`config.mk`:
```
export PLATFORM = sky130hd
export DESIGN_NAME = adc_status_filter_config
export DESIGN_NICKNAME = d
export VERILOG_FILES = /design/src/shared/adc_stat_pkg.sv /design/src/design/adc_status_filter_config.sv
export SDC_FILE = /design/constraint.sdc
export NUM_CORES = 1
export LEC_CHECK = 0
export BUFFER_PORTS_ARGS = -buffer_cell sky130_fd_sc_hd__buf_2
export CAP_MARGIN = 10
export CORE_MARGIN = 2
export CORE_UTILIZATION = 45
export DETAILED_ROUTE_END_ITERATION = 10
export GPL_TIMING_DRIVEN = 1
export PLACE_DENSITY = 0.78
export SYNTH_ARGS = -nofsm -noshare
export SYNTH_HDL_FRONTEND = slang
export SYNTH_SLANG_ARGS = --single-unit
```
`constraint.sdc`:
```
create_clock -name pclk -period 2.9 [get_ports pclk]
set_clock_uncertainty 0.1 [all_clocks]
set_input_delay 0.58 -clock pclk [delete_from_list [all_inputs] [get_ports pclk]]
set_output_delay 0.58 -clock pclk [all_outputs]
set_load 0.03 [all_outputs]
```
`src/shared/adc_stat_pkg.sv`:
```
package adc_stat_pkg;
  // ----------------------------------------
  // Register map (word index, byte = 4*index)
  // ----------------------------------------
  localparam logic [7:0] FILT_CFG_IDX = 8'h07;
  localparam logic [7:0] CHECK_CTRL_IDX = 8'h08;
  localparam logic [7:0] ACT_STAT_IDX = 8'h0A;
  localparam logic [7:0] FILT_CFG_RST = 8'h00;
  localparam logic [7:0] CHECK_CTRL_RST = 8'h00;
  localparam logic [7:0] ACT_STAT_RST = 8'h00;
  // Check control field positions
  localparam int TEMP_GO_BIT = 0;
  localparam int TEMP_MODE_LSB = 1;
  localparam int VOLT_GO_BIT = 4;
  localparam int VOLT_MODE_LSB = 5;
  // ----------------------------------------
  // Timing
  // ----------------------------------------
  localparam real CLK_MHZ = 125.0;
  localparam real AUX_WAIT0_MS = 4.3;
  localparam real AUX_WAIT1_MS = 2.3;
  localparam real AUX_WAIT2_MS = 1.3;
  localparam int AUX_WAIT0_CYC = int'($ceil(AUX_WAIT0_MS * CLK_MHZ * 1000.0));
  localparam int AUX_WAIT1_CYC = int'($ceil(AUX_WAIT1_MS * CLK_MHZ * 1000.0));
  localparam int AUX_WAIT2_CYC = int'($ceil(AUX_WAIT2_MS * CLK_MHZ * 1000.0));
  localparam logic [1:0] AUX_SEL_RSVD = 2'h3;
  // ----------------------------------------
  // Types
  // ----------------------------------------
  typedef struct packed {
    logic [1:0] aux_filter_wait_sel;
    logic [2:0] shunt_filter_cutoff;
    logic [2:0] cell_filter_cutoff;
  } filt_cfg_s;
  typedef struct packed {
    logic reserved;
    logic fact_crc_done;
    logic cust_crc_done;
    logic temp_comparator_active;
    logic voltage_comparator_active;
    logic cs_adc_active;
    logic aux_adc_active;
    logic main_adc_active;
  } act_stat_s;
  typedef enum logic [1:0] {
    CHK_IDLE = 2'b00,
    CHK_RUN = 2'b01,
    CHK_STOP = 2'b10
  } chk_state_e;
endpackage

```
`src/design/adc_status_filter_config.sv`:
```
`timescale 1ns/1ps
`default_nettype none
module adc_status_filter_config #(
  parameter int AUX_WAIT0 = adc_stat_pkg::AUX_WAIT0_CYC,
  parameter int AUX_WAIT1 = adc_stat_pkg::AUX_WAIT1_CYC,
  parameter int AUX_WAIT2 = adc_stat_pkg::AUX_WAIT2_CYC
) (
  input wire logic pclk,
  input wire logic presetn,
  input wire logic psel,
  input wire logic penable,
  input wire logic pwrite,
  input wire logic [31:0] paddr,
  input wire logic [31:0] pwdata,
  output logic [31:0] prdata,
  output logic pready,
  output logic pslverr,
  input wire logic cs_adc_on,
  input wire logic aux_adc_on,
  input wire logic main_adc_on,
  input wire logic temp_check_done,
  input wire logic volt_check_done,
  input wire logic temp_check_abort,
  input wire logic volt_check_abort,
  input wire logic aux_conv_start,
  output logic temp_comparator_enable,
  output logic volt_comparator_enable,
  output logic [1:0] temp_check_mode,
  output logic [1:0] volt_check_mode,
  output logic aux_sample_valid,
  output adc_stat_pkg::filt_cfg_s filter_config,
  output logic [15:0] cell_cutoff_dhz,
  output logic [15:0] shunt_cutoff_dhz
);
  import adc_stat_pkg::*;

  localparam int CW = 20;

  if (AUX_WAIT0 < 1 || AUX_WAIT1 < 1 || AUX_WAIT2 < 1 ||
      AUX_WAIT0 >= 2**CW || AUX_WAIT1 >= 2**CW ||
      AUX_WAIT2 >= 2**CW) begin : g_bad_wait
    $error("aux settle counts out of range");
  end

  // ----------------------------------------
  // Cut-off table, in tenths of a hertz
  // ----------------------------------------
  function automatic logic [15:0] cutoff_dhz(input logic [2:0] code);
    case (code)
      3'h0: cutoff_dhz = 16'h0041;
      3'h1: cutoff_dhz = 16'h0082;
      3'h2: cutoff_dhz = 16'h0104;
      3'h3: cutoff_dhz = 16'h0212;
      3'h4: cutoff_dhz = 16'h0456;
      3'h6: cutoff_dhz = 16'h1770;
      default: cutoff_dhz = 16'h0960;
    endcase
  endfunction

  // ----------------------------------------
  // APB slave
  // ----------------------------------------
  logic [7:0] idx;
  logic addr_ok;
  logic wr_en;
  logic sel_cfg;
  logic sel_ctrl;
  logic sel_stat;
  filt_cfg_s cfg_reg;
  logic [1:0] tmode_reg;
  logic [1:0] vmode_reg;
  act_stat_s stat_reg;
  logic [31:0] rdata_next;

  assign idx = paddr[9:2];
  assign sel_cfg = (idx == FILT_CFG_IDX);
  assign sel_ctrl = (idx == CHECK_CTRL_IDX);
  assign sel_stat = (idx == ACT_STAT_IDX);
  assign addr_ok = (paddr[31:10] == 22'h0) && (paddr[1:0] == 2'h0) &&
                   (sel_cfg || sel_ctrl || sel_stat);
  assign wr_en = psel && penable && pready && pwrite && addr_ok;

  always_comb begin
    rdata_next = 32'h0000_0000;
    if (sel_cfg) begin
      rdata_next[7:0] = cfg_reg;
    end else if (sel_ctrl) begin
      rdata_next[TEMP_MODE_LSB +: 2] = tmode_reg;
      rdata_next[VOLT_MODE_LSB +: 2] = vmode_reg;
    end else if (sel_stat) begin
      rdata_next[7:0] = stat_reg;
    end
  end

  // No wait state: pready is high in the first access cycle, the cycle after setup
  always_ff @(posedge pclk or negedge presetn) begin
    if (!presetn) begin
      pready <= 1'b0;
      pslverr <= 1'b0;
      prdata <= 32'h0000_0000;
    end else begin
      pready <= psel && !penable;
      pslverr <= psel && !penable && !addr_ok;
      if (psel && !penable && !pwrite && addr_ok)
        prdata <= rdata_next;
      else
        prdata <= 32'h0000_0000;
    end
  end

  // ----------------------------------------
  // Configuration registers
  // ----------------------------------------
  always_ff @(posedge pclk or negedge presetn) begin
    if (!presetn) begin
      cfg_reg <= FILT_CFG_RST;
    end else if (wr_en && sel_cfg) begin
      cfg_reg <= pwdata[7:0];
    end
  end

  always_ff @(posedge pclk or negedge presetn) begin
    if (!presetn) begin
      tmode_reg <= CHECK_CTRL_RST[TEMP_MODE_LSB +: 2];
      vmode_reg <= CHECK_CTRL_RST[VOLT_MODE_LSB +: 2];
    end else if (wr_en && sel_ctrl) begin
      tmode_reg <= pwdata[TEMP_MODE_LSB +: 2];
      vmode_reg <= pwdata[VOLT_MODE_LSB +: 2];
    end
  end

  always_ff @(posedge pclk or negedge presetn) begin
    if (!presetn) begin
      filter_config <= FILT_CFG_RST;
      cell_cutoff_dhz <= 16'h0000;
      shunt_cutoff_dhz <= 16'h0000;
      temp_check_mode <= 2'h0;
      volt_check_mode <= 2'h0;
    end else begin
      filter_config <= cfg_reg;
      cell_cutoff_dhz <= cutoff_dhz(cfg_reg.cell_filter_cutoff);
      shunt_cutoff_dhz <= cutoff_dhz(cfg_reg.shunt_filter_cutoff);
      temp_check_mode <= tmode_reg;
      volt_check_mode <= vmode_reg;
    end
  end

  // ----------------------------------------
  // Comparator self-check sequencing
  // ----------------------------------------
  // Channel 0 is temperature, channel 1 is voltage. The go bit is a
  // write-only strobe; go with mode 0 aborts a running check.
  logic [1:0] go_wr;
  logic [1:0] mode_nz;
  logic [1:0] done_in;
  logic [1:0] abort_in;
  logic [1:0] run_reg;
  logic [1:0] comp_reg;

  assign go_wr[0] = wr_en && sel_ctrl && pwdata[TEMP_GO_BIT];
  assign go_wr[1] = wr_en && sel_ctrl && pwdata[VOLT_GO_BIT];
  assign mode_nz[0] = |pwdata[TEMP_MODE_LSB +: 2];
  assign mode_nz[1] = |pwdata[VOLT_MODE_LSB +: 2];
  assign done_in = {volt_check_done, temp_check_done};
  assign abort_in = {volt_check_abort, temp_check_abort};

  for (genvar i = 0; i < 2; i++) begin : g_chk
    chk_state_e state_reg;
    always_ff @(posedge pclk or negedge presetn) begin
      if (!presetn) begin
        state_reg <= CHK_IDLE;
        run_reg[i] <= 1'b0;
        comp_reg[i] <= 1'b0;
      end else begin
        case (state_reg)
          CHK_IDLE: begin
            if (go_wr[i] && mode_nz[i]) begin
              state_reg <= CHK_RUN;
              run_reg[i] <= 1'b1;
              comp_reg[i] <= 1'b1;
            end
          end
          CHK_RUN: begin
            if (done_in[i] || abort_in[i] || (go_wr[i] && !mode_nz[i])) begin
              state_reg <= CHK_STOP;
              comp_reg[i] <= 1'b0;
            end
          end
          CHK_STOP: begin
            state_reg <= CHK_IDLE;
            run_reg[i] <= 1'b0;
          end
          default: begin
            state_reg <= CHK_IDLE;
            run_reg[i] <= 1'b0;
            comp_reg[i] <= 1'b0;
          end
        endcase
      end
    end
  end

  always_ff @(posedge pclk or negedge presetn) begin
    if (!presetn) begin
      temp_comparator_enable <= 1'b0;
      volt_comparator_enable <= 1'b0;
    end else begin
      temp_comparator_enable <= comp_reg[0];
      volt_comparator_enable <= comp_reg[1];
    end
  end

  // ----------------------------------------
  // Activity status
  // ----------------------------------------
  // Built only from hardware state; no bus write reaches it.
  always_ff @(posedge pclk or negedge presetn) begin
    if (!presetn) begin
      stat_reg <= ACT_STAT_RST;
    end else begin
      stat_reg <= '{reserved: 1'b0, fact_crc_done: 1'b0,
                    cust_crc_done: 1'b0,
                    temp_comparator_active: run_reg[0],
                    voltage_comparator_active: run_reg[1],
                    cs_adc_active: cs_adc_on,
                    aux_adc_active: aux_adc_on,
                    main_adc_active: main_adc_on};
    end
  end

  // ----------------------------------------
  // Auxiliary settle wait
  // ----------------------------------------
  // Reserved code falls back to the longest wait, the safe side.
  logic [CW-1:0] wait_len;
  logic [CW-1:0] cnt_reg;
  logic busy_reg;

  always_comb begin
    case (cfg_reg.aux_filter_wait_sel)
      2'h1: wait_len = CW'(AUX_WAIT1);
      2'h2: wait_len = CW'(AUX_WAIT2);
      default: wait_len = CW'(AUX_WAIT0);
    endcase
  end

  always_ff @(posedge pclk or negedge presetn) begin
    if (!presetn) begin
      cnt_reg <= '0;
      busy_reg <= 1'b0;
      aux_sample_valid <= 1'b0;
    end else if (aux_conv_start) begin
      cnt_reg <= wait_len - CW'(1);
      busy_reg <= 1'b1;
      aux_sample_valid <= 1'b0;
    end else if (busy_reg) begin
      if (cnt_reg == '0) begin
        busy_reg <= 1'b0;
        aux_sample_valid <= 1'b1;
      end else begin
        cnt_reg <= cnt_reg - CW'(1);
      end
    end
  end
endmodule
`default_nettype wire

```
==> results.json <==
{
  "status": "completed",
  "syn_inst": 360,
  "drc": 0,
  "gp_congestion": 0.838,
  "ctsHoldBuffers": 0,
  "portBuffers": 101,
  "detail-route-antenna-nets": 0,
  "worstPathArrival_ps": 2630,
  "maxCapViolCount": 0,
  "fp.dieW_um": 100,
  "largest_reg_flops": 20,
  "root_buffer": "clkbuf_8",
  "fin_crit_ps": 2480,
  "synth_top_area_cell": "dfrtp_1",
  "die_area_um2": 9990,
  "finalCritPeriodShare": 0.856,
  "slew_viol_final": 0,
  "hold_path.class": "input port to async pin",
  "synth_area_um2": 4140,
  "synthTopCellsByArea": "dfrtp_1 (57%), buf_4 (5.8%), mux2_2 (3.3%)",
  "seq_area_frac_synth": 0.574,
  "p_leak_uw": 0.00244,
  "pwr_density_cell_nw_per_um2": 485,
  "vias_per_cell": 5.05,
  "ys_seq_elements": 95,
  "max-slew-margin-rel": 0.561,
  "chipHeight_um": 100,
  "first_pass_iters": 4,
  "pin_count": 158,
  "internal_power_uw": 1750,
  "synth_ff_type": "dfrtp_1",
  "p_sw_frac": 0.267,
  "pwr-share-seq": 0.571,
  "clk_latency_ps": 370,
  "nets": 554,
  "clockBufferDepth": 2,
  "clkPwrFrac": 0.350,
  "grt-ovfl-total": 0,
  "placeableCoreArea_um2": 9060,
  "vias": 2970,
  "reg2reg_depth": 5,
  "drt_iter0_drc": 124,
  "fmax_mhz": 403,
  "grt_setup_unrepaired": "false",
  "ctsResizeCount": 0,
  "start_util": 0.457,
  "yosysMostFrequentCell": "dfrtp_1",
  "layout-drive-gt1-share": 0.317,
  "cts_setup_buffers": 0,
  "area_growth_pct": 18.6,
  "grt_pass1_wl_um": 13700,
  "num_antenna_cells": 0,
  "yosysTopAreaCellShare": 0.574,
  "yosys-top-cells-count": "dfrtp_1 (95), buf_4 (32), nor2_1 (24), nor3_1 (16), nor4_1 (15)",
  "tns_ps": 0,
  "htreeDepth": 3,
  "final-setup-viol-count": 0,
  "ir_worst_vdd_v": 0.000216,
  "yosysWarnings": 0,
  "grt_pass1_vias": 2885,
  "cts.clk_slew.worst_paths_ps": 110,
  "wl_per_cell_um": 14.3,
  "core.rowCount": 35,
  "fin_util": 0.542,
  "post_synth_num_cell_types": 55,
  "finalHoldViolCount": 0,
  "async_reset_ff_frac": 1.00,
  "grt_max_degree": 54,
  "cts_tree": "yes",
  "p_comb_frac": 0.079,
  "cts_inserted_buffers": 9,
  "synth_edf_count": 0,
  "grt_use_total": 0.174,
  "dp_hpwl_um": 6290,
  "cts_sinks": 95,
  "wl_um": 8400,
  "worstMarginPinSlew_ps": 659,
  "antenna_found_initial": 0,
  "switchingPower_uw": 637,
  "start_kind": "input port",
  "crit_path_end_kind": "register",
  "worstSetupPathType": "input port to register",
  "worstPathRequired_ps": 3040,
  "cp_max_fo": 4,
  "avgSynthCellArea_um2": 11.5
}
==> area by class of cell <==
type / count / area [um^2]
inverters: 14 / 52.6
repair buffers: 117 / 628
fillers: 823 / 4150
flip-flops and latches: 95 / 2380
multi-input cells: 235 / 1530
well taps: 111 / 139
clock buffers: 10 / 138
clock inverters: 6 / 50.0
==> cell usage in the layout, fill, tap and decap left out, types with 6 or more instances in the layout <==
| master | n |
|---|---|
| o21a_1 | 9 |
| xor2_1 | 7 |
| inv_1 | 14 |
| nor3_1 | 16 |
| clkbuf_8 | 10 |
| buf_4 | 17 |
| nor4_1 | 15 |
| nand2b_1 | 14 |
| nor2_1 | 24 |
| o21ai_0 | 8 |
| nand2_1 | 8 |
| buf_2 | 100 |
| mux2_2 | 12 |
| a21oi_1 | 9 |
| conb_1 | 32 |
| dfrtp_1 | 95 |
| a22oi_1 | 6 |
| or4_1 | 7 |
==> final timing paths <==
path / slack (ps) / startpoint / endpoint
setup / recovery: 420 / paddr[24] / cfg_reg[5]
hold / removal: 150 / presetn / volt_check_mode[1]
setup reg to reg: 550 / cnt_reg[12] / cnt_reg[17]
hold reg to reg: 290 / run_reg[0] / stat_reg[4]
max in group asynchronous: 1860 / presetn / prdata[0]
min in group pclk: 210 / main_adc_on / stat_reg[0]
==> layer usage <==
metal,vias to the layer above,share of wire,GRT usage
li1,1438,-,-
met1,1434,0.43,0.221
met2,84,0.50,0.287
met3,14,0.051,0.0487
met4,0,0.018,0.0611
met5,-,0,0
==> worst max-delay path, cell delays in order <==
cell      delay (ps)
buf_2             90
or4_1            520
a2111o_1         420
or2_4            260
nor4_4           230
buf_4            180
mux2_2           340
==> power by group through the flow <==
stage	Combinational, uW	Sequential (uW)	Clock [uW]
2_1_floorplan	134	1390	0
3_3_place_gp	184	1390	0
3_5_place_dp	190	1390	0
4_1_cts	190	1360	857
5_1_grt	210	1360	907
6_report	188	1360	836
==> cells by family (layout without fill, tap and decap cells) <==
kind of cell / after synthesis / count (layout) / synth area share
muxes: 14 / 14 / 0.0375
AOI/OAI and AO/OA: 61 / 61 / 0.106
DFF: 95 / 95 / 0.574
buffers and inverters: 61 / 147 / 0.0849
adders and majority gates: 5 / 5 / 0.0151
xor gates and xnor gates: 11 / 11 / 0.0233
and+or+nand+nor: 112 / 112 / 0.159
other: 1 / 32 / 0.000905
==> stage by stage <==
stage | total power (uW) | cells | hold slack (ps) | setup slack (ps) | cell area [um^2]
after global routing | 2480 | 588 | 195 | 317 | 4910
final | 2390 | 588 | 147 | 418 | 4910
after detailed placement | 1580 | 572 | 262 | 47.3 | 4730
after CTS | 2410 | 588 | 159 | 428 | 4910
after global placement | 1570 | 572 | 265 | 61.1 | 4730
after floorplan | 1520 | 391 | 184 | 29.3 | 4260
(Power assumes the default switching activity.)
